File: config.mk
export PLATFORM = sky130hd
export DESIGN_NAME = spicf_top
export DESIGN_NICKNAME = d
export VERILOG_FILES = /design/src/rtl/spicf_pkg.sv /design/src/rtl/spicf_clkdiv.sv /design/src/rtl/spicf_rxbuf.sv /design/src/rtl/spicf_top.sv
export VERILOG_INCLUDE_DIRS = /design/src /design/src/rtl
export SDC_FILE = /design/constraint.sdc
export NUM_CORES = 1
export LEC_CHECK = 0
export BUFFER_PORTS_ARGS = -buffer_cell sky130_fd_sc_hd__buf_4
export CORE_MARGIN = 1
export CORE_UTILIZATION = 50
export CTS_CLUSTER_DIAMETER = 150
export CTS_CLUSTER_SIZE = 16
export DETAILED_ROUTE_END_ITERATION = 7
export PLACE_DENSITY_LB_ADDON = 0.2
export SETUP_SLACK_MARGIN = 0.1
export SLEW_MARGIN = 20
export SYNTH_ARGS = -nofsm -noshare
export SYNTH_HDL_FRONTEND = slang
export SYNTH_SLANG_ARGS = --single-unit
File: constraint.sdc
create_clock -name pclk -period 5 [get_ports pclk]
set_clock_uncertainty 0.1 [all_clocks]
set_input_delay 0.5 -clock pclk [delete_from_list [all_inputs] [get_ports pclk]]
set_output_delay 0.5 -clock pclk [all_outputs]
set_load 0.005 [all_outputs]
File: src/rtl/spicf_cfg.svh
// Register map, field positions, reset values and sizes of the serial port configuration block
`ifndef SPICF_CFG_SVH
`define SPICF_CFG_SVH
// Register byte offsets
`define SPICF_OFF_CTRL1 12'h000
`define SPICF_OFF_CTRL2 12'h004
`define SPICF_OFF_DATA 12'h008
`define SPICF_OFF_STAT 12'h00c
`define SPICF_OFF_EVT 12'h010
`define SPICF_OFF_EVT_CLR 12'h014
`define SPICF_OFF_EVT_EN 12'h018
// Control one field positions
`define SPICF_C1_EDGE 8
`define SPICF_C1_SLAVE_SELECT_ENABLE 7
`define SPICF_C1_POL 6
`define SPICF_C1_MST 5
`define SPICF_C1_SEC_HI 4
`define SPICF_C1_SEC_LO 2
`define SPICF_C1_PRI_HI 1
`define SPICF_C1_PRI_LO 0
// Control two field positions
`define SPICF_C2_FRM 15
`define SPICF_C2_FSD 14
`define SPICF_C2_FPOL 13
`define SPICF_C2_FEDGE 1
`define SPICF_C2_EBUF 0
// Writable bits and reset values
`define SPICF_C1_WMASK 16'h01ff
`define SPICF_C2_WMASK 16'he003
`define SPICF_CTRL_RST 16'h0000
// Status and event bit positions
`define SPICF_ST_RXFULL 0
`define SPICF_ST_BUSY 1
`define SPICF_EVT_DONE 0
`define SPICF_EVT_OVF 1
// Divider ratios
`define SPICF_PRI_R11 10'h001
`define SPICF_PRI_R10 10'h004
`define SPICF_PRI_R01 10'h010
`define SPICF_PRI_R00 10'h040
`define SPICF_SEC_BASE 10'h008
// Word and buffer sizes
`define SPICF_WORD_BITS 16
`define SPICF_RX_DEPTH 8
`endif

File: src/rtl/spicf_pkg.sv
// Types shared by the serial port configuration block
`include "spicf_cfg.svh"
package spicf_pkg;
  // Transfer sequencer states
  typedef enum logic [1:0] {st_idle = 2'b00, st_sync = 2'b01, st_shift = 2'b10} spicf_mode_t;
  // Divider state
  typedef struct packed {
    logic [9:0] cnt;
  } spicf_div_t;
  // Receive queue state
  typedef struct packed {
    logic [`SPICF_RX_DEPTH-1:0][`SPICF_WORD_BITS-1:0] mem;
    logic [2:0] wr_ptr;
    logic [2:0] rd_ptr;
    logic [3:0] count;
  } spicf_rxq_t;
  // Core state
  typedef struct packed {
    logic [15:0] ctrl1;
    logic [15:0] ctrl2;
    logic [`SPICF_WORD_BITS-1:0] tx_hold;
    logic [`SPICF_WORD_BITS-1:0] sr;
    logic dout;
    logic sclk_act;
    logic fsync;
    logic clk_prev;
    spicf_mode_t mode;
    logic [4:0] bitcnt;
    logic [1:0] evt;
    logic [1:0] evt_en;
    logic [31:0] prdata;
  } spicf_core_t;
endpackage

File: src/rtl/spicf_clkdiv.sv
// Master bit clock divider: primary times secondary ratio, leading and trailing edge ticks
`timescale 1ns/1ps
`default_nettype none
`include "spicf_cfg.svh"
module spicf_clkdiv (
  // Clock and reset
  input wire logic pclk,
  input wire logic presetn,
  input wire logic ce,
  // Divider control
  input wire logic run,
  input wire logic [1:0] primary_divider,
  input wire logic [2:0] secondary_divider,
  // Bit clock edge ticks
  output logic lead_tick,
  output logic trail_tick
);
  spicf_pkg::spicf_div_t st, next_st;
  logic [9:0] pri_ratio; // Primary ratio
  logic [9:0] sec_ratio; // Secondary ratio
  logic [9:0] ratio; // Cycles per bit clock

  // Primary ratio lookup
  always_comb begin
    case (primary_divider)
      2'b11: pri_ratio = `SPICF_PRI_R11; // RQ2
      2'b10: pri_ratio = `SPICF_PRI_R10; // RQ2
      2'b01: pri_ratio = `SPICF_PRI_R01; // RQ2
      default: pri_ratio = `SPICF_PRI_R00; // RQ2
    endcase
  end
  assign sec_ratio = `SPICF_SEC_BASE - {7'h00, secondary_divider}; // RQ1
  assign ratio = 10'(pri_ratio * sec_ratio); // RQ11

  // Period counter; >= guards against a ratio shrinking mid-count
  always_comb begin
    next_st = st;
    if (!run || st.cnt >= ratio - 10'h001) begin
      next_st.cnt = 10'h000;
    end else begin
      next_st.cnt = st.cnt + 10'h001;
    end
  end
  // Ratio one puts both ticks in one cycle; that setting is not usable
  assign lead_tick = run && st.cnt == 10'h000;
  assign trail_tick = run && st.cnt == (ratio >> 1);

  // State register
  always_ff @(posedge pclk or negedge presetn) begin
    if (!presetn) begin
      st <= '0;
    end else if (ce) begin
      st <= next_st;
    end
  end

  // Helper: enabled cycles since the last leading tick
  logic [9:0] gap;
  logic gap_ok;
  always_ff @(posedge pclk or negedge presetn) begin
    if (!presetn) begin
      gap <= 10'h000;
      gap_ok <= 1'b0;
    end else if (ce) begin
      if (!run) begin
        gap_ok <= 1'b0;
      end else if (lead_tick) begin
        gap <= 10'h001;
        gap_ok <= 1'b1;
      end else begin
        gap <= gap + 10'h001;
      end
    end
  end
endmodule
`default_nettype wire

File: src/rtl/spicf_rxbuf.sv
// Receive word store: one entry in legacy mode, eight in enhanced mode
`timescale 1ns/1ps
`default_nettype none
`include "spicf_cfg.svh"
module spicf_rxbuf (
  // Clock and reset
  input wire logic pclk,
  input wire logic presetn,
  input wire logic ce,
  // Mode
  input wire logic enhanced,
  // Shift side
  input wire logic push,
  input wire logic [`SPICF_WORD_BITS-1:0] push_data,
  output logic overflow,
  // Software side
  input wire logic pop,
  output logic [`SPICF_WORD_BITS-1:0] rd_data,
  output logic full
);
  spicf_pkg::spicf_rxq_t st, next_st;
  logic [3:0] limit; // Usable entries
  logic pop_ok; // Read of a held word
  logic accept; // Word stored

  assign limit = enhanced ? 4'(`SPICF_RX_DEPTH) : 4'h1; // RQ8
  assign full = st.count >= limit; // RQ9 RQ10
  assign pop_ok = pop && st.count != 4'h0;
  // A read in the same cycle frees room, so the word is kept
  assign accept = push && (!full || pop_ok);
  assign overflow = push && !accept;
  assign rd_data = st.mem[st.rd_ptr];

  // Queue update
  always_comb begin
    next_st = st;
    if (pop_ok) begin
      next_st.rd_ptr = st.rd_ptr + 3'h1;
    end
    if (accept) begin
      next_st.mem[st.wr_ptr] = push_data;
      next_st.wr_ptr = st.wr_ptr + 3'h1;
    end
    next_st.count = st.count + {3'h0, accept} - {3'h0, pop_ok};
  end

  // State register
  always_ff @(posedge pclk or negedge presetn) begin
    if (!presetn) begin
      st <= '0;
    end else if (ce) begin
      st <= next_st;
    end
  end
endmodule
`default_nettype wire

File: src/rtl/spicf_top.sv
// Serial port configuration core: APB registers, clock and frame control, word shifter
//
// The placing of the registers and register access over APB were decided locally.
`timescale 1ns/1ps
`default_nettype none
`include "spicf_cfg.svh"
// How it works
// RQ1 - Secondary divides by eight minus field value
// RQ2 - Primary divides by 1, 4, 16, 64
// RQ3 - Framed mode ignores edge select; software clears
// RQ4 - Framed enable uses sync pulse on select
// RQ5 - Sync direction set means sync is input
// RQ6 - Sync polarity set means active high pulse
// RQ7 - Sync edge set coincides with first bit
// RQ8 - Enhanced enable selects eight word buffer
// RQ9 - Legacy full sets on word, clears on read
// RQ10 - Enhanced full on last entry, clears freed
// RQ11 - Bit rate is clock over divider product
// RQ12 - Polarity sets idle level; edge picks change
// RQ13 - Master enable drives clock, else follows
module spicf_top (
  // Clock, reset, clock enable
  input wire logic pclk,
  input wire logic presetn,
  input wire logic ce,
  // APB slave
  input wire logic [11:0] paddr,
  input wire logic psel,
  input wire logic penable,
  input wire logic pwrite,
  input wire logic [31:0] pwdata,
  output logic [31:0] prdata,
  output logic pready,
  output logic pslverr,
  // Serial clock pin
  input wire logic serial_clock_pin_in,
  output logic serial_clock_pin_out,
  output logic serial_clock_pin_oe_n,
  // Serial data pins
  input wire logic data_in_pin,
  output logic data_out_pin,
  output logic data_out_oe_n,
  // Slave select pin
  input wire logic slave_select_pin_in,
  output logic slave_select_pin_out,
  output logic slave_select_pin_oe_n,
  // Interrupt
  output logic irq
);
  localparam logic [4:0] LAST_BIT = 5'(`SPICF_WORD_BITS - 1);
  localparam logic [4:0] ALL_BITS = 5'(`SPICF_WORD_BITS);
  spicf_pkg::spicf_core_t st, next_st;

  // Control fields
  logic edge_sel, slave_select_enable, pol, master, framed, fsd, fpol, fedge, ebuf;
  logic [2:0] secondary_divider;
  logic [1:0] primary_divider;
  assign edge_sel = st.ctrl1[`SPICF_C1_EDGE];
  assign slave_select_enable = st.ctrl1[`SPICF_C1_SLAVE_SELECT_ENABLE];
  assign pol = st.ctrl1[`SPICF_C1_POL];
  assign master = st.ctrl1[`SPICF_C1_MST];
  assign secondary_divider = st.ctrl1[`SPICF_C1_SEC_HI:`SPICF_C1_SEC_LO];
  assign primary_divider = st.ctrl1[`SPICF_C1_PRI_HI:`SPICF_C1_PRI_LO];
  assign framed = st.ctrl2[`SPICF_C2_FRM];
  assign fsd = st.ctrl2[`SPICF_C2_FSD];
  assign fpol = st.ctrl2[`SPICF_C2_FPOL];
  assign fedge = st.ctrl2[`SPICF_C2_FEDGE];
  assign ebuf = st.ctrl2[`SPICF_C2_EBUF];

  // APB phases; zero wait states
  logic setup, wr, rd, mapped, wr_data;
  assign setup = psel && !penable;
  assign wr = psel && penable && pwrite;
  assign rd = psel && penable && !pwrite;
  assign wr_data = wr && paddr == `SPICF_OFF_DATA;
  assign pready = 1'b1;
  assign pslverr = psel && penable && !mapped;

  // Bit clock events
  logic lead_m, trail_m, lead, trail, sample_ev, change_ev, cke_eff, clk_act_in, run;
  logic sync_act, selected, drive_start;
  // Edge select only counts outside framed mode; software keeps it clear there
  assign cke_eff = edge_sel && !framed; // RQ3
  assign clk_act_in = serial_clock_pin_in ^ pol; // RQ12
  // Frame slave with clock master keeps the clock running to catch sync
  assign run = master && (st.mode != spicf_pkg::st_idle || (framed && fsd)); // RQ13
  assign lead = master ? lead_m : (clk_act_in && !st.clk_prev); // RQ13
  assign trail = master ? (trail_m && !lead_m) : (!clk_act_in && st.clk_prev);
  assign sample_ev = cke_eff ? lead : trail; // RQ12
  assign change_ev = cke_eff ? trail : lead; // RQ12
  assign sync_act = slave_select_pin_in == fpol; // RQ6
  assign selected = !slave_select_enable || !slave_select_pin_in;
  // Software write starts a word when this end owns the start
  assign drive_start = wr_data && (framed ? !fsd : master); // RQ4 RQ5

  // Receive store
  logic rx_push, rx_full, rx_ovf;
  logic [`SPICF_WORD_BITS-1:0] rx_word;
  spicf_rxbuf u_rxbuf (
    .pclk(pclk),
    .presetn(presetn),
    .ce(ce),
    .enhanced(ebuf),
    .push(rx_push),
    .push_data({st.sr[`SPICF_WORD_BITS-2:0], data_in_pin}),
    .overflow(rx_ovf),
    .pop(rd && paddr == `SPICF_OFF_DATA),
    .rd_data(rx_word),
    .full(rx_full)
  );

  // Bit clock divider
  spicf_clkdiv u_clkdiv (
    .pclk(pclk),
    .presetn(presetn),
    .ce(ce),
    .run(run),
    .primary_divider(primary_divider),
    .secondary_divider(secondary_divider),
    .lead_tick(lead_m),
    .trail_tick(trail_m)
  );

  // Read mux, sampled in the setup phase
  logic [31:0] rd_mux;
  always_comb begin
    mapped = 1'b1;
    case (paddr)
      `SPICF_OFF_CTRL1: rd_mux = {16'h0000, st.ctrl1};
      `SPICF_OFF_CTRL2: rd_mux = {16'h0000, st.ctrl2};
      `SPICF_OFF_DATA: rd_mux = {16'h0000, rx_word};
      `SPICF_OFF_STAT: rd_mux = {30'h0, st.mode != spicf_pkg::st_idle, rx_full};
      `SPICF_OFF_EVT: rd_mux = {30'h0, st.evt};
      `SPICF_OFF_EVT_CLR: rd_mux = 32'h0000_0000;
      `SPICF_OFF_EVT_EN: rd_mux = {30'h0, st.evt_en};
      default: begin
        rd_mux = 32'h0000_0000;
        mapped = 1'b0;
      end
    endcase
  end

  // Next state
  always_comb begin
    next_st = st;
    rx_push = 1'b0;
    // Register writes
    if (setup) begin
      next_st.prdata = rd_mux;
    end
    if (wr && paddr == `SPICF_OFF_CTRL1) begin
      next_st.ctrl1 = pwdata[15:0] & `SPICF_C1_WMASK;
    end
    if (wr && paddr == `SPICF_OFF_CTRL2) begin
      next_st.ctrl2 = pwdata[15:0] & `SPICF_C2_WMASK;
    end
    if (wr_data) begin
      next_st.tx_hold = pwdata[`SPICF_WORD_BITS-1:0];
    end
    if (wr && paddr == `SPICF_OFF_EVT_EN) begin
      next_st.evt_en = pwdata[1:0];
    end
    next_st.clk_prev = clk_act_in;
    // Transfer sequencer
    case (st.mode)
      spicf_pkg::st_idle: begin
        next_st.bitcnt = 5'h00;
        if (drive_start) begin
          // Data change on trailing edge needs the first bit out now
          next_st.sr = pwdata[`SPICF_WORD_BITS-1:0];
          if (cke_eff) begin
            next_st.dout = pwdata[`SPICF_WORD_BITS-1];
          end
          next_st.mode = (framed && !fedge) ? spicf_pkg::st_sync : spicf_pkg::st_shift; // RQ7
        end else if (framed && fsd) begin
          // Frame slave waits for the sync pulse on a leading edge
          if (lead && sync_act) begin // RQ5
            next_st.sr = st.tx_hold;
            if (fedge) begin // RQ7
              next_st.mode = spicf_pkg::st_shift;
              next_st.dout = st.tx_hold[`SPICF_WORD_BITS-1];
            end else begin
              next_st.mode = spicf_pkg::st_sync;
              next_st.bitcnt = 5'h01;
            end
          end
        end else if (!master && !framed && selected) begin
          // Unframed slave arms as soon as it is selected
          next_st.sr = st.tx_hold;
          next_st.dout = st.tx_hold[`SPICF_WORD_BITS-1];
          next_st.mode = spicf_pkg::st_shift;
        end
      end
      spicf_pkg::st_sync: begin
        // One bit clock of sync ahead of the first data bit
        if (lead) begin // RQ7
          if (st.bitcnt == 5'h00) begin
            next_st.bitcnt = 5'h01;
          end else begin
            next_st.bitcnt = 5'h00;
            next_st.mode = spicf_pkg::st_shift;
            next_st.dout = st.sr[`SPICF_WORD_BITS-1];
          end
        end
      end
      spicf_pkg::st_shift: begin
        if (change_ev) begin
          next_st.dout = st.sr[`SPICF_WORD_BITS-1];
        end
        if (sample_ev) begin
          next_st.sr = {st.sr[`SPICF_WORD_BITS-2:0], data_in_pin};
          next_st.bitcnt = st.bitcnt + 5'h01;
          rx_push = st.bitcnt == LAST_BIT; // RQ9 RQ10
        end
        // Master finishes on a trailing edge so the clock ends idle
        if (master ? (trail && (st.bitcnt == ALL_BITS || (sample_ev && st.bitcnt == LAST_BIT)))
                   : (sample_ev && st.bitcnt == LAST_BIT)) begin
          next_st.mode = spicf_pkg::st_idle;
        end
        // Deselect aborts an unframed slave word
        if (!master && !framed && !selected) begin
          next_st.mode = spicf_pkg::st_idle;
        end
      end
      default: begin
        next_st.mode = spicf_pkg::st_idle;
      end
    endcase
    // Control write drops any word in flight; a stale slave arm must not run on as master
    if (wr && (paddr == `SPICF_OFF_CTRL1 || paddr == `SPICF_OFF_CTRL2)) begin // RQ13
      next_st.mode = spicf_pkg::st_idle;
    end
    // Master clock level; leading edge wins at ratio one
    if (next_st.mode == spicf_pkg::st_idle && !run) begin
      next_st.sclk_act = 1'b0;
    end else if (lead_m) begin
      next_st.sclk_act = 1'b1;
    end else if (trail_m) begin
      next_st.sclk_act = 1'b0;
    end
    // Frame sync drive, one bit clock wide ahead of the first bit, until the first sample edge when coincident with it
    next_st.fsync = framed && (next_st.mode == spicf_pkg::st_sync ||
                    (next_st.mode == spicf_pkg::st_shift && fedge && next_st.bitcnt == 5'h00)); // RQ4 RQ7
    // Sticky events; a new event beats a clear in the same cycle
    next_st.evt = st.evt & ~((wr && paddr == `SPICF_OFF_EVT_CLR) ? pwdata[1:0] : 2'b00);
    if (rx_push) begin
      next_st.evt[`SPICF_EVT_DONE] = 1'b1;
    end
    if (rx_ovf) begin
      next_st.evt[`SPICF_EVT_OVF] = 1'b1;
    end
  end

  // State register
  always_ff @(posedge pclk or negedge presetn) begin
    if (!presetn) begin
      st <= '0;
    end else if (ce) begin
      st <= next_st;
    end
  end

  // Outputs
  assign prdata = st.prdata;
  assign serial_clock_pin_out = st.sclk_act ^ pol; // RQ12
  assign serial_clock_pin_oe_n = !master; // RQ13
  assign data_out_pin = st.dout;
  assign data_out_oe_n = !(master || framed || selected);
  assign slave_select_pin_out = st.fsync ? fpol : !fpol; // RQ6
  assign slave_select_pin_oe_n = !(framed && !fsd); // RQ5
  assign irq = |(st.evt & st.evt_en);
endmodule
`default_nettype wire

==> reports/metrics.csv <==
stage,metric,value,unit
run_status,outcome,"finished, final reports clean",
sta,rsz0062_at_grt,false,
sta,hold_ws,0.135,ns
layout,antenna_cells,0,
global_route,grt_use_total,23.1,%
synthesis,yosys.cell_count.top_type,dfrtp_1,
synthesis,avgSynthCellArea,11.5,µm²
routing,first_pass_iters,5,
floorplanning,die-height,159,µm
synthesis,synth-seq-area-share,45.5,%
global_route,grt_pass1_vias,8332,
worst_setup_path,startpoint_type,register,
place,port_buffers,60,
place,dp_hpwl,19600,µm
clock_tree,clk_latency,0.50,ns
synthesis,synth-compound-area-share,7.87,%
synthesis,yosys.area_share.simple,9.90,%
routing,vias_per_cell,5.72,
clock_tree,clock_path_buffers,3,
layout,regArea,5630,µm²
worst_setup_path,r2r_cells,17,
synthesis,synthArstFlopShare,100,%
floorplanning,die_w,159,µm
worst_setup_path,crit_family,adder cells,
synthesis,synth_cell_types,69,
worst_setup_path,endpoint_kind,register,
layout,area_growth,10.6,%
synthesis,synthAdderAreaFrac,5.07,%
clock_tree,numCtsBuffers,18,
hold_path,hold_path.class,input port to register,
synthesis,netlist_area,12400,µm²
worst_setup_path,r2r_start,secondary_divider[0],
sta,hold_violations,0,
sta,fin_crit_sh,94.2,%
floorplanning,core,24300,µm²
pwr,power_leakage,6.56,nW
synthesis,dominantRegCellSynth,dfrtp_1,
synthesis,postSynthCellCount,1072,
synthesis,synth_top_family_by_area,multiplexers,
worst_setup_path,critPathSlowestCell,or3_4,
worst_setup_path,crit_start,secondary_divider[0],
worst_setup_path,r2r_slack,0.29,ns
clock_tree,cts.clk_slew.worst_paths,0.07,ns
pwr,powerDensity,276,nW/µm²
pwr,power.total,3.78,mW
sta,fmax,0.212,GHz
worst_setup_path,worstPathBufferInverterCount,3,
synthesis,synth_xor_area_share,3.15,%
floorplanning,num_io_pins,94,
clock_tree,cts_sinks,225,
synthesis,yosys_warnings,0,
clock_tree,cts_max_level,1,
hold_path,hold_depth,2,
routing,vias,8170,
worst_setup_path,cp-endpoint,u_rxbuf.st[107],
worst_setup_path,cp_slowest_stage_delay,0.46,ns
layout,fillers,2037,
synthesis,netlist_top_cells_count,"dfrtp_1 (225), mux2_2 (164), nor2_1 (74)",
global_route,antenna_found_initial,0,
sta,setup_tns,0,ns
worst_setup_path,critical_path.reg2reg.endpoint,u_rxbuf.st[107],
synthesis,ys_seq_elements,225,
routing,drt_iter0_markers,623,
sta,finalCriticalPeriod,4.71,ns
worst_setup_path,worstPathCellList,inv_1 -> ha_1 -> inv_1 -> nor3_1 -> ha_1 -> ha_1 -> ha_1 -> ha_2 -> xnor2_2 -> xnor2_1 -> nor4b_4 -> a31oi_1 -> or3_4 -> nor3_4 -> nand3_2 -> buf_6 -> mux2_2,
floorplanning,fp-row-count,57,
worst_setup_path,crit_path_frequent_cell,ha_1,
worst_setup_path,critical_path_class,register to register,
synthesis,synth_area_leader_cell,dfrtp_1,
sta,drv_slew,0,
sta,finalSetupViolations,0,
worst_setup_path,crit_fanout,16,
global_route,grt_max_degree,132,
routing,wire_per_inst,19.9,µm
global_route,grt_pass1_wl,46300,µm
routing,drt_drc_violations_left,0,
sta,worst_slew_pin_slew,0.912,ns
layout,drive_gt1_share,30.1,%
synthesis,synth_top_area_share,45.5,%
pwr,ir_drop,0.194,mV
sta,slew-limit-headroom,38.9,%
synthesis,muxShareOfSynthArea,23.6,%
floorplanning,die_area,25400,µm²
worst_setup_path,cp.depth,17,
place,gp_congestion,0.913,
clock_tree,cts_tree,done,
floorplanning,start_util,50.9,%
run,max-cap-violations,0,
synthesis,synth-edff-count,0,
routing,routed_wl,28400,µm
synthesis,synth_area_leaders,"dfrtp_1 (45%), mux2_2 (15%), mux4_2 (5.8%)",
worst_setup_path,arrival,5.00,ns
worst_setup_path,critPathRequiredTime,5.29,ns
layout,layout.nets,1205,
routing,ant_nets,0,
global_route,gr-total-overflow,0,
clock_tree,cts_root_buffer,clkbuf_16,
layout,multi_input_area,6270,µm²
## per-layer routing
layer	GRT usage (%)	up-vias	wire, µm
met4	6.42	0	666
li1	-	3856	-
met2	38.3	175	13600
met5	0	-	0
met1	32.3	4101	13100
met3	2.66	38	952
## cell type report
cell class / instances / area share (%)
Inverter: 26 / 0.712
Multi-Input combinational cell: 741 / 45.8
Tap cell: 324 / 2.96
Clock inverter: 2 / 0.237
Clock buffer: 20 / 3.34
Timing Repair Buffer: 91 / 5.87
Sequential cell: 225 / 41.1
## kinds of logic (layout without fill, tap and decap cells)
| group | after synthesis | in the layout |
|---|---|---|
| adder cells (fa/ha/maj) | 49 | 49 |
| AO/OA/AOI/OAI | 155 | 155 |
| other | 2 | 17 |
| multiplexers | 232 | 232 |
| buffers and inverters | 121 | 139 |
| flip-flops | 225 | 225 |
| AND/OR/NAND/NOR | 246 | 246 |
| XOR/XNOR | 42 | 42 |
## cell usage in the layout (no fill, tap or decap), drive strengths merged, types with 17 or more instances in the layout
cell type	synthesis	final
mux2i	36	36
mux4	32	32
xnor2	25	25
nor2	75	75
mux2	164	164
nor3	23	23
o21ai	49	49
clkbuf	45	20
ha	47	47
nand3	23	23
nand2	69	69
inv	25	26
a21oi	43	43
conb	2	17
dfrtp	225	225
buf	50	90
## power breakdown
part | internal (mW) | switching (mW) | total, mW
Sequential | 1.86 | 0.0681 | 1.93
Clock | 0.660 | 0.665 | 1.33
Combinational | 0.189 | 0.341 | 0.530
## through the flow
step	util [%]	setup slack, ns	instances	instance area [µm²]
floorplan	-	0.520	1087	12400
global placement	53.9	0.211	1405	13100
detailed placement	53.9	0.174	1405	13100
CTS	56.0	0.132	1427	13600
global route	56.3	0.0707	1429	13700
finish	56.3	0.289	1429	13700
## worst reg2reg max path, stage by stage (launching register included)
cell,delay (ns)
dfrtp_1,0.41
inv_1,0.07
ha_1,0.30
inv_1,0.07
nor3_1,0.14
ha_1,0.26
ha_1,0.30
ha_1,0.30
ha_2,0.34
xnor2_2,0.23
xnor2_1,0.15
nor4b_4,0.37
a31oi_1,0.15
or3_4,0.46
nor3_4,0.33
nand3_2,0.11
buf_6,0.20
mux2_2,0.30
## worst min path at each step
stage                    start              to  slack (ns)
floorplan              presetn    data_out_pin        0.10
global placement     prdata[1]       prdata[1]        0.37
detailed placement   prdata[0]       prdata[0]        0.37
CTS                    presetn  u_clkdiv.st[5]        0.05
global route        pwdata[12]          st[75]        0.13
finish              pwdata[10]          st[73]        0.14
## registers in the layout, summed over array words and instances, names as in the netlist
signal	cells
u_rxbuf.st	138
st	46
prdata	16
u_clkdiv.st	10
secondary_divider	3
primary_divider	2
data_out_pin	1
ebuf	1
edge_sel	1
fedge	1
fpol	1
framed	1
fsd	1
master	1
pol	1
slave_select_enable	1
## timing repair
item / CTS / global route
hold buffers: 0 / 1
setup endpoints to repair: 0 / 137
resized for setup: 0 / 11
endpoints found under the hold margin: 0 / 34
buffers inserted: 0 / 0
Power figures use the tool's default switching activity.
